`config.mk`:
```
export PLATFORM = sky130hd
export DESIGN_NAME = sdc_config_regs
export DESIGN_NICKNAME = d
export VERILOG_FILES = /design/src/sdc_pkg.sv /design/src/sdc_config_regs.sv
export SDC_FILE = /design/constraint.sdc
export NUM_CORES = 1
export LEC_CHECK = 0
export ABC_CLOCK_PERIOD_IN_PS = 5640
export BUFFER_PORTS_ARGS = -buffer_cell sky130_fd_sc_hd__buf_2
export CORE_ASPECT_RATIO = 0.5
export CORE_MARGIN = 4
export CORE_UTILIZATION = 50
export CTS_CLUSTER_SIZE = 24
export DETAILED_ROUTE_END_ITERATION = 8
export GPL_ROUTABILITY_DRIVEN = 0
export PLACE_DENSITY = 0.7
export SYNTH_ARGS = -nofsm -noshare
export SYNTH_HDL_FRONTEND = slang
export SYNTH_SLANG_ARGS = --single-unit
```
`constraint.sdc`:
```
create_clock -name sys_clk -period 5.64 [get_ports sys_clk]
set_input_delay 1.692 -clock sys_clk [delete_from_list [all_inputs] [get_ports sys_clk]]
set_output_delay 1.692 -clock sys_clk [all_outputs]
set_load 0.005 [all_outputs]
```
`src/sdc_pkg.sv`:
```
package sdc_pkg;

    typedef logic [15:0] sdc_word_t;
    typedef logic [6:0]  sdc_addr_t;

    // Serial frame: read flag, 7-bit address, 16-bit data, MSB first
    localparam logic [4:0] SDC_HEAD_LAST  = 5'h07;
    localparam logic [4:0] SDC_DATA_LAST  = 5'h0f;

    localparam int SDC_NUM_REGS = 16;

    localparam sdc_addr_t SDC_A_RSV_A     = 7'h19;
    localparam sdc_addr_t SDC_A_RSV_B     = 7'h1c;
    localparam sdc_addr_t SDC_A_RSV_C     = 7'h1d;
    localparam sdc_addr_t SDC_A_DBL_DITH  = 7'h1e;
    localparam sdc_addr_t SDC_A_DIST_PWR  = 7'h1f;
    localparam sdc_addr_t SDC_A_RSV_D     = 7'h20;
    localparam sdc_addr_t SDC_A_RSV_E     = 7'h21;
    localparam sdc_addr_t SDC_A_CHAN_DIVIDER_ON  = 7'h22;
    localparam sdc_addr_t SDC_A_SEG_CTRL  = 7'h23;
    localparam sdc_addr_t SDC_A_DIV_OUT   = 7'h24;
    localparam sdc_addr_t SDC_A_PRESCALE  = 7'h25;
    localparam sdc_addr_t SDC_A_INTEGER   = 7'h26;
    localparam sdc_addr_t SDC_A_PD_DELAY  = 7'h27;
    localparam sdc_addr_t SDC_A_DEN_HIGH  = 7'h28;
    localparam sdc_addr_t SDC_A_DEN_LOW   = 7'h29;
    localparam sdc_addr_t SDC_A_MOD_ORDER = 7'h2e;

    localparam int SDC_I_DBL_DITH  = 3;
    localparam int SDC_I_DIST_PWR  = 4;
    localparam int SDC_I_CHAN_DIVIDER_ON  = 7;
    localparam int SDC_I_SEG_CTRL  = 8;
    localparam int SDC_I_DIV_OUT   = 9;
    localparam int SDC_I_PRESCALE  = 10;
    localparam int SDC_I_INTEGER   = 11;
    localparam int SDC_I_PD_DELAY  = 12;
    localparam int SDC_I_DEN_HIGH  = 13;
    localparam int SDC_I_DEN_LOW   = 14;
    localparam int SDC_I_MOD_ORDER = 15;

    localparam sdc_addr_t SDC_REG_ADDR [SDC_NUM_REGS] = '{
        SDC_A_RSV_A, SDC_A_RSV_B, SDC_A_RSV_C, SDC_A_DBL_DITH,
        SDC_A_DIST_PWR, SDC_A_RSV_D, SDC_A_RSV_E, SDC_A_CHAN_DIVIDER_ON,
        SDC_A_SEG_CTRL, SDC_A_DIV_OUT, SDC_A_PRESCALE, SDC_A_INTEGER,
        SDC_A_PD_DELAY, SDC_A_DEN_HIGH, SDC_A_DEN_LOW, SDC_A_MOD_ORDER};

    // Reset values; bits without a documented default reset to zero
    localparam sdc_word_t SDC_RST_RSV      = 16'h0000;
    localparam sdc_word_t SDC_RST_DBL_DITH = 16'h0000;
    localparam sdc_word_t SDC_RST_DIST_PWR = 16'h0400;
    localparam sdc_word_t SDC_RST_CHAN_DIVIDER_ON = 16'h0020;
    localparam sdc_word_t SDC_RST_SEG_CTRL = 16'h0204;
    localparam sdc_word_t SDC_RST_DIV_OUT  = 16'h0411;
    localparam sdc_word_t SDC_RST_PRESCALE = 16'h0000;
    localparam sdc_word_t SDC_RST_INTEGER  = 16'h0036;
    localparam sdc_word_t SDC_RST_PD_DELAY = 16'h0200;
    localparam sdc_word_t SDC_RST_DEN      = 16'h03e8;
    localparam sdc_word_t SDC_RST_MOD_ORD  = 16'h0f83;

    localparam sdc_word_t SDC_REG_RST [SDC_NUM_REGS] = '{
        SDC_RST_RSV, SDC_RST_RSV, SDC_RST_RSV, SDC_RST_DBL_DITH,
        SDC_RST_DIST_PWR, SDC_RST_RSV, SDC_RST_RSV, SDC_RST_CHAN_DIVIDER_ON,
        SDC_RST_SEG_CTRL, SDC_RST_DIV_OUT, SDC_RST_PRESCALE, SDC_RST_INTEGER,
        SDC_RST_PD_DELAY, SDC_RST_DEN, SDC_RST_DEN, SDC_RST_MOD_ORD};

    localparam int SDC_B_DOUBLER     = 0;
    localparam int SDC_B_DITHER      = 10;
    localparam int SDC_B_OUTB_OFF    = 10;
    localparam int SDC_B_OUTA_OFF    = 9;
    localparam int SDC_B_FEED_OFF    = 7;
    localparam int SDC_B_CHDIV_ON    = 5;
    localparam int SDC_F_SEG2_LSB    = 9;
    localparam int SDC_B_SEG3_ON     = 8;
    localparam int SDC_B_SEG2_ON     = 7;
    localparam int SDC_B_SEG1_RATIO  = 2;
    localparam int SDC_B_SEG1_ON     = 1;
    localparam int SDC_B_DIV_OUTB_ON = 11;
    localparam int SDC_B_DIV_OUTA_ON = 10;
    localparam int SDC_F_CHAIN_LSB   = 4;
    localparam int SDC_F_SEG3_LSB    = 0;
    localparam int SDC_B_PRESCALE    = 12;
    localparam int SDC_F_INT_LSB     = 1;
    localparam int SDC_F_PDD_LSB     = 8;
    localparam int SDC_F_ORDER_LSB   = 0;

    typedef enum logic [1:0] {
        SDC_IDLE = 2'b00,
        SDC_HEAD = 2'b01,
        SDC_BODY = 2'b10,
        SDC_DONE = 2'b11
    } sdc_state_t;

endpackage : sdc_pkg

```
`src/sdc_config_regs.sv`:
```
// Contract
// - Doubler/dither bit 0 enables the oscillator doubler; resets to zero.
// - Doubler/dither bit 10 turns modulator dithering on; resets to zero.
// - Distribution bit 10 powers down oscillator-to-output-B buffer; resets to one.
// - Distribution bit 9 powers down oscillator-to-output-A buffer; resets to zero.
// - Distribution bit 7 powers down the divider feed buffer; resets to zero.
// - Enable register bit 5 turns whole channel divider on; resets to one.
// - Second segment ratio bits 12:9 one-hot decode to 8,6,4,2 or off.
// - Segment enable bits 8, 7, 1 switch segments three, two, one; reset zero.
// - Segment bit 2 makes first segment divide by three, else two; resets one.
// - Output register bit 11 enables divider-to-output-B buffer; resets to zero.
// - Output register bit 10 enables divider-to-output-A buffer; resets to one.
// - Chain select bits 6:4: 4 three segments, 2 two, 1 one, 0 off.
// - Third segment ratio bits 3:0 decode like the second; resets to one.
// - Prescaler bit 12 selects divide by four, else two; resets to zero.
// - Integer register bits 12:1 hold feedback integer value; resets to 27.
// - Delay bits 13:8 decode 1,2,4,8,16 to 4,6,8,12,16 cycles; reset 2.
// - Denominator-high register holds denominator bits 31:16; resets to 1000.
// - Denominator-low register holds bits 15:0; resets to 1000.
// - Modulator order 4..1 fractional, 0 integer; dither only when fractional.
module sdc_config_regs (
    input  wire logic                 sys_clk,
    input  wire logic                 arst_n,
    input  wire logic                 ser_csb_n,
    input  wire logic                 ser_sck,
    input  wire logic                 ser_sdi,
    output logic                      ser_sdo,
    output logic                      ser_sdo_oe,
    output logic                      osc_doubler_enable,
    output logic                      modulator_dither,
    output logic                      modulator_dither_active,
    output logic                      osc_to_outb_buffer_off,
    output logic                      osc_to_outa_buffer_off,
    output logic                      divider_feed_buffer_off,
    output logic                      chan_divider_on,
    output logic                      first_segment_on,
    output logic                      second_segment_on,
    output logic                      third_segment_on,
    output logic                      first_segment_ratio,
    output logic [3:0]                second_segment_ratio,
    output logic [3:0]                third_segment_ratio,
    output logic [1:0]                first_segment_divide,
    output logic [3:0]                second_segment_divide,
    output logic [3:0]                third_segment_divide,
    output logic [2:0]                segment_chain_select,
    output logic [1:0]                segments_in_chain,
    output logic                      divider_to_outb_buffer_on,
    output logic                      divider_to_outa_buffer_on,
    output logic                      prescaler_by_four,
    output logic [2:0]                prescaler_divide,
    output logic [11:0]               feedback_integer_value,
    output logic [5:0]                phase_detector_delay_sel,
    output logic [4:0]                phase_detector_delay_cycles,
    output logic [31:0]               fraction_denominator,
    output logic [2:0]                modulator_order,
    output logic                      fractional_mode,
    output sdc_pkg::sdc_word_t        reserved_cfg_a,
    output sdc_pkg::sdc_word_t        reserved_cfg_b,
    output sdc_pkg::sdc_word_t        reserved_cfg_c,
    output sdc_pkg::sdc_word_t        reserved_cfg_d,
    output sdc_pkg::sdc_word_t        reserved_cfg_e
);
    import sdc_pkg::*;

    sdc_word_t  regs [SDC_NUM_REGS];

    logic       csb_meta;
    logic       csb_sync;
    logic       sck_meta;
    logic       sck_sync;
    logic       sck_prev;
    logic       sdi_meta;
    logic       sdi_sync;
    logic       sck_rise;
    logic       sck_fall;

    sdc_state_t state;
    logic [4:0] bit_cnt;
    logic [7:0] head_shift;
    sdc_word_t  data_shift;
    sdc_word_t  out_shift;
    logic [7:0] next_head;
    sdc_word_t  next_data;
    logic       frame_read;
    sdc_addr_t  frame_addr;
    logic       commit;

    logic [SDC_NUM_REGS-1:0] head_hit;
    logic [SDC_NUM_REGS-1:0] frame_hit;
    sdc_word_t               head_rdata;

    // Pins come from the host's domain; two stages before any use.
    // Host must hold each clock phase for at least three system clocks.
    always_ff @(posedge sys_clk or negedge arst_n) begin
        if (!arst_n) begin
            csb_meta <= 1'b1;
            csb_sync <= 1'b1;
            sck_meta <= 1'b0;
            sck_sync <= 1'b0;
            sck_prev <= 1'b0;
            sdi_meta <= 1'b0;
            sdi_sync <= 1'b0;
        end else begin
            csb_meta <= ser_csb_n;
            csb_sync <= csb_meta;
            sck_meta <= ser_sck;
            sck_sync <= sck_meta;
            sck_prev <= sck_sync;
            sdi_meta <= ser_sdi;
            sdi_sync <= sdi_meta;
        end
    end

    assign sck_rise  = sck_sync & ~sck_prev;
    assign sck_fall  = ~sck_sync & sck_prev;
    assign next_head = {head_shift[6:0], sdi_sync};
    assign next_data = {data_shift[14:0], sdi_sync};

    for (genvar i = 0; i < SDC_NUM_REGS; i++) begin : g_hit
        assign head_hit[i]  = (next_head[6:0] == SDC_REG_ADDR[i]);
        assign frame_hit[i] = (frame_addr == SDC_REG_ADDR[i]);
    end

    // Unmapped addresses read back as zero
    always_comb begin
        head_rdata = '0;
        for (int i = 0; i < SDC_NUM_REGS; i++) begin
            if (head_hit[i]) begin
                head_rdata = head_rdata | regs[i];
            end
        end
    end

    assign commit = (state == SDC_BODY) && sck_rise && (bit_cnt == SDC_DATA_LAST)
                    && !frame_read && !csb_sync;

    // Frame sequencer; a frame cut short by select rising is dropped whole
    always_ff @(posedge sys_clk or negedge arst_n) begin
        if (!arst_n) begin
            state      <= SDC_IDLE;
            bit_cnt    <= 5'h00;
            head_shift <= 8'h00;
            data_shift <= 16'h0000;
            frame_read <= 1'b0;
            frame_addr <= 7'h00;
        end else if (csb_sync) begin
            state   <= SDC_IDLE;
            bit_cnt <= 5'h00;
        end else begin
            case (state)
                SDC_IDLE: begin
                    state   <= SDC_HEAD;
                    bit_cnt <= 5'h00;
                    if (sck_rise) begin
                        head_shift <= next_head;
                        bit_cnt    <= 5'h01;
                    end
                end
                SDC_HEAD: begin
                    if (sck_rise) begin
                        head_shift <= next_head;
                        if (bit_cnt == SDC_HEAD_LAST) begin
                            state      <= SDC_BODY;
                            bit_cnt    <= 5'h00;
                            frame_read <= next_head[7];
                            frame_addr <= next_head[6:0];
                        end else begin
                            bit_cnt <= bit_cnt + 5'h01;
                        end
                    end
                end
                SDC_BODY: begin
                    if (sck_rise) begin
                        data_shift <= next_data;
                        if (bit_cnt == SDC_DATA_LAST) begin
                            state <= SDC_DONE;
                        end else begin
                            bit_cnt <= bit_cnt + 5'h01;
                        end
                    end
                end
                SDC_DONE: begin
                    state <= SDC_DONE;
                end
                default: begin
                    state <= SDC_IDLE;
                end
            endcase
        end
    end

    // Readback: data shifted out on falling edges, host samples on rising
    always_ff @(posedge sys_clk or negedge arst_n) begin
        if (!arst_n) begin
            out_shift  <= 16'h0000;
            ser_sdo    <= 1'b0;
            ser_sdo_oe <= 1'b0;
        end else if (csb_sync) begin
            ser_sdo    <= 1'b0;
            ser_sdo_oe <= 1'b0;
        end else if (state == SDC_HEAD && sck_rise && bit_cnt == SDC_HEAD_LAST) begin
            out_shift <= head_rdata;
        end else if (state == SDC_BODY && frame_read && sck_fall) begin
            ser_sdo    <= out_shift[15];
            ser_sdo_oe <= 1'b1;
            out_shift  <= {out_shift[14:0], 1'b0};
        end
    end

    // Every word is stored whole, reserved bits too, so the host's defaults stick
    for (genvar i = 0; i < SDC_NUM_REGS; i++) begin : g_reg
        always_ff @(posedge sys_clk or negedge arst_n) begin
            if (!arst_n) begin
                regs[i] <= SDC_REG_RST[i];
            end else if (commit && frame_hit[i]) begin
                regs[i] <= next_data;
            end
        end
    end

    assign osc_doubler_enable        = regs[SDC_I_DBL_DITH][SDC_B_DOUBLER];
    assign modulator_dither          = regs[SDC_I_DBL_DITH][SDC_B_DITHER];
    assign osc_to_outb_buffer_off    = regs[SDC_I_DIST_PWR][SDC_B_OUTB_OFF];
    assign osc_to_outa_buffer_off    = regs[SDC_I_DIST_PWR][SDC_B_OUTA_OFF];
    assign divider_feed_buffer_off   = regs[SDC_I_DIST_PWR][SDC_B_FEED_OFF];
    assign chan_divider_on           = regs[SDC_I_CHAN_DIVIDER_ON][SDC_B_CHDIV_ON];
    assign second_segment_ratio      = regs[SDC_I_SEG_CTRL][SDC_F_SEG2_LSB +: 4];
    assign third_segment_on          = regs[SDC_I_SEG_CTRL][SDC_B_SEG3_ON];
    assign second_segment_on         = regs[SDC_I_SEG_CTRL][SDC_B_SEG2_ON];
    assign first_segment_on          = regs[SDC_I_SEG_CTRL][SDC_B_SEG1_ON];
    assign first_segment_ratio       = regs[SDC_I_SEG_CTRL][SDC_B_SEG1_RATIO];
    assign divider_to_outb_buffer_on = regs[SDC_I_DIV_OUT][SDC_B_DIV_OUTB_ON];
    assign divider_to_outa_buffer_on = regs[SDC_I_DIV_OUT][SDC_B_DIV_OUTA_ON];
    assign segment_chain_select      = regs[SDC_I_DIV_OUT][SDC_F_CHAIN_LSB +: 3];
    assign third_segment_ratio       = regs[SDC_I_DIV_OUT][SDC_F_SEG3_LSB +: 4];
    assign prescaler_by_four         = regs[SDC_I_PRESCALE][SDC_B_PRESCALE];
    assign feedback_integer_value    = regs[SDC_I_INTEGER][SDC_F_INT_LSB +: 12];
    assign phase_detector_delay_sel  = regs[SDC_I_PD_DELAY][SDC_F_PDD_LSB +: 6];
    assign fraction_denominator      = {regs[SDC_I_DEN_HIGH], regs[SDC_I_DEN_LOW]};
    assign modulator_order           = regs[SDC_I_MOD_ORDER][SDC_F_ORDER_LSB +: 3];
    assign reserved_cfg_a            = regs[0];
    assign reserved_cfg_b            = regs[1];
    assign reserved_cfg_c            = regs[2];
    assign reserved_cfg_d            = regs[5];
    assign reserved_cfg_e            = regs[6];

    // One-hot ratio code to divide value; any other code counts as off
    function automatic logic [3:0] seg_divide(input logic [3:0] code);
        case (code)
            4'h8:    seg_divide = 4'h8;
            4'h4:    seg_divide = 4'h6;
            4'h2:    seg_divide = 4'h4;
            4'h1:    seg_divide = 4'h2;
            default: seg_divide = 4'h0;
        endcase
    endfunction : seg_divide

    function automatic logic [4:0] pd_cycles(input logic [5:0] code);
        case (code)
            6'h01:   pd_cycles = 5'h04;
            6'h02:   pd_cycles = 5'h06;
            6'h04:   pd_cycles = 5'h08;
            6'h08:   pd_cycles = 5'h0c;
            6'h10:   pd_cycles = 5'h10;
            default: pd_cycles = 5'h00;
        endcase
    endfunction : pd_cycles

    // Decoded views are registered: one clock behind the raw fields
    always_ff @(posedge sys_clk or negedge arst_n) begin
        if (!arst_n) begin
            first_segment_divide        <= 2'h0;
            second_segment_divide       <= 4'h0;
            third_segment_divide        <= 4'h0;
            segments_in_chain           <= 2'h0;
            prescaler_divide            <= 3'h0;
            phase_detector_delay_cycles <= 5'h00;
            fractional_mode             <= 1'b0;
            modulator_dither_active     <= 1'b0;
        end else begin
            first_segment_divide  <= first_segment_ratio ? 2'h3 : 2'h2;
            second_segment_divide <= seg_divide(second_segment_ratio);
            third_segment_divide  <= seg_divide(third_segment_ratio);
            case (segment_chain_select)
                3'h4:    segments_in_chain <= 2'h3;
                3'h2:    segments_in_chain <= 2'h2;
                3'h1:    segments_in_chain <= 2'h1;
                default: segments_in_chain <= 2'h0;
            endcase
            prescaler_divide            <= prescaler_by_four ? 3'h4 : 3'h2;
            phase_detector_delay_cycles <= pd_cycles(phase_detector_delay_sel);
            fractional_mode             <= (modulator_order != 3'h0);
            // Dither has no meaning in integer mode, so it is held off there
            modulator_dither_active     <= modulator_dither && (modulator_order != 3'h0);
        end
    end

endmodule : sdc_config_regs

```
==> flow_summary.json <==
{
  "path_clk_slew_ns": 0.06,
  "hpwl_mm": 32.3,
  "crit_path_end_kind": "flip-flop",
  "cp_num_buf_inv": 0,
  "drtIter0Drc": 1384,
  "postRouteAntennaNets": 0,
  "hold_depth": 0,
  "ctsHoldBuffers": 0,
  "wl_per_cell_um": 26.2,
  "fmax_mhz": 306,
  "worstMarginPinSlew_ns": 1.21,
  "finalNetCount": 1364,
  "path_class": "reg2reg",
  "crit_required_ns": 6.09,
  "fin_setup_tns_ns": 0,
  "vias_per_cell": 6.23,
  "io_buffers": 181,
  "numCtsBuffers": 31,
  "cpMaxStageDelayCell": "and3_1",
  "rsz0062_at_grt": "no",
  "outcome": "finished clean",
  "synthCells": 1352,
  "area_growth_pct": 7.63,
  "r2r_slack_ns": 2.37,
  "clkLatencyLatePin_ns": 0.57,
  "vdd_drop_max_v": 0.000227,
  "muxShareOfSynthArea_pct": 23.4,
  "totalWireLength_mm": 47.5,
  "maxSlewHeadroom_pct": 19.1,
  "first_pass_iters": 5,
  "p_leak_nw": 8.83,
  "hp-class": "reg2reg",
  "synth_top_family_by_area": "multiplexers",
  "grt_pass1_vias": 11161,
  "holdWs_ns": 0.357,
  "min_period_ns": 3.27,
  "htreeDepth": 1,
  "yosys.area_share.xor_xnor_pct": 0.476,
  "die_area_um2": 36300,
  "r2r_start": "bit_cnt[0]",
  "reg2reg_depth": 8,
  "die_y_um": 137,
  "postCtsSetupRepairBufs": 0,
  "path_max_fanout": 16,
  "max_cap_violations": 0,
  "slew_viol_final": 0,
  "synth_flop_cell": "dfrtp_1",
  "yosysWarnings": 0,
  "core_area_um2": 32200,
  "setup_violations": 0,
  "slowest_delay_ns": 0.99,
  "grt_max_degree": 116,
  "hold_end": "sdi_sync",
  "cts.path.max_buffers": 3,
  "p_per_area_nw_per_um2": 318,
  "synthArstFlopShare_pct": 100,
  "startpoint_type": "flip-flop",
  "timing.rr.end": "feedback_integer_value[10]",
  "crit_family": "simple AND/OR/NAND/NOR gates",
  "ys_seq_area_share_pct": 51.0,
  "crit_chain": "ha_1 > and3_1 > ha_1 > nand2_1 > nor4_1 > and3b_1 > and3_1 > mux2_2",
  "antenna_found_initial": 0,
  "hold_violations": 0,
  "period_share_pct": 58.0,
  "synth_edf_count": 0,
  "cts_resized": 0,
  "cp.arrival_ns": 3.73,
  "ys_ff_latch": 336,
  "grtUsageTotal_pct": 25.8,
  "overflow": 0,
  "vias": 11277,
  "ys_types": 80,
  "avgSynthCellArea_um2": 12.3,
  "synth_compound_area_share_pct": 6.85,
  "synthSimpleGateAreaFrac_pct": 8.62,
  "synth_fa_ha_area_share_pct": 0.378,
  "die_w_um": 265,
  "hold_path_startpoint": "sdi_meta",
  "rows": 46,
  "ioPinCount": 186,
  "cts_tree": "built",
  "start_util_pct": 51.5,
  "cts-root-buf": "clkbuf_16",
  "final_layout_size_suffix_gt1_share_pct": 43.6,
  "grt_pass1_wl_mm": 71.3,
  "syn_area_um2": 16600,
  "cts.sinks": 336,
  "fin_worst_skew_ns": 0.00932,
  "drc_errors": 0
}
[cell usage in the layout, fill, tap and decap left out, types with 11 or more instances in the layout]
cell type,instances
dfrtp_1,301
mux2_2,273
buf_2,180
nand2_1,89
a21oi_1,35
nand3_1,35
o21ai_0,33
dfstp_2,33
clkbuf_16,31
nor2_1,28
mux2i_1,27
a22oi_1,23
mux2_1,19
buf_4,19
mux4_2,14
and3_1,13
nor3_1,11
[registers in the layout, summed over array words and instances, names as in the netlist, 12 cells and up]
signal / count
regs: 99
fraction_denominator: 32
out_shift: 16
reserved_cfg_a: 16
reserved_cfg_b: 16
reserved_cfg_c: 16
reserved_cfg_d: 16
reserved_cfg_e: 16
data_shift: 15
feedback_integer_value: 12
[stage by stage]
step	setup WS [ns]	std cells	utilization, %	instance area (um2)	power, mW
after CTS	2.45	1810	55.4	17800	5.64
after global placement	2.60	1753	52.0	16700	3.37
after floorplan	3.17	1355	-	16600	3.04
after global routing	2.28	1810	55.4	17800	5.81
after detailed placement	2.42	1753	52.0	16700	3.39
final	2.37	1811	55.4	17800	5.67
[Yosys cell counts, types with 3 or more instances]
library cell,number,area (um2)
and2_1,5,31.3
nor2_2,4,25.0
a22o_1,3,26.3
o21ai_0,33,165
nand4bb_1,3,33.8
mux2_2,273,3070
nand3_1,35,175
nor3b_1,4,30.0
and3b_1,3,26.3
nand2b_1,5,31.3
a32oi_1,8,70.1
a21o_1,5,37.5
a211oi_1,3,22.5
nor3_1,11,55.1
and3_1,13,81.3
ha_1,5,62.6
nor3_4,3,48.8
a22oi_1,23,173
a2bb2oi_1,4,35.0
nor2b_1,10,62.6
mux2i_1,27,270
xnor2_1,8,70.1
nor4_1,5,31.3
clkbuf_1,49,184
buf_4,155,1160
dfstp_2,33,867
mux2_1,19,214
a32o_1,4,40.0
o22ai_1,7,43.8
a31oi_1,4,25.0
dfrtp_1,303,7580
buf_2,22,110
nand2_2,4,25.0
nor2_1,28,105
o2bb2ai_1,6,52.6
nor4b_1,7,61.3
mux4_2,14,315
a21oi_1,35,175
buf_1,9,33.8
nand2_1,89,334
a221oi_1,6,52.6
inv_1,9,33.8
nand4_1,3,18.8
a2111oi_0,3,26.3
[power by group]
part	leakage (nW)	switching [mW]	internal (mW)	total [mW]
Combinational	3.76	0.567	0.204	0.771
Clock	0.528	0.962	1.32	2.28
Sequential	4.54	0.166	2.45	2.62
Total	8.83	1.69	3.97	5.67
[final cells by class]
| type | count | area [um2] |
|---|---|---|
| fillers | 2603 | 14300 |
| flip-flops and latches | 336 | 8450 |
| clock buffers | 40 | 870 |
| repair buffers | 202 | 1100 |
| multi-input cells | 774 | 6600 |
| well taps | 432 | 541 |
| inverters | 9 | 33.8 |
| clock inverters | 17 | 226 |
| diodes | 1 | 2.50 |
[cell families (layout without fill, tap and decap cells)]
group | count (synthesis) | after routing
other | 2 | 6
and+or+nand+nor | 256 | 256
buffers and inverters | 245 | 268
AOI/OAI and AO/OA | 166 | 166
DFF | 336 | 336
xor gates and xnor gates | 9 | 9
muxes | 333 | 333
adders and majority gates | 5 | 5
[metal layers]
layer	wire length [um]	up-vias	share of wire (%)	GRT usage, %
li1	-	4716	-	-
met5	0	-	0	0
met4	1380	0	2.9	6.89
met3	4020	110	8.5	5.08
met2	21700	572	46	41.1
met1	20400	5879	43	36.6
[worst max path at each step]
stage	start	endpoint	slack, ns	depth (start not counted)
floorplan	bit_cnt[0]	regs[117]	3.17	9
global placement	bit_cnt[0]	regs[188]	2.60	8
detailed placement	bit_cnt[0]	fraction_denominator[12]	2.42	8
CTS	bit_cnt[0]	fraction_denominator[12]	2.45	8
global route	bit_cnt[0]	feedback_integer_value[8]	2.28	8
finish	bit_cnt[0]	feedback_integer_value[10]	2.37	8
Power figures use the tool's default switching activity.
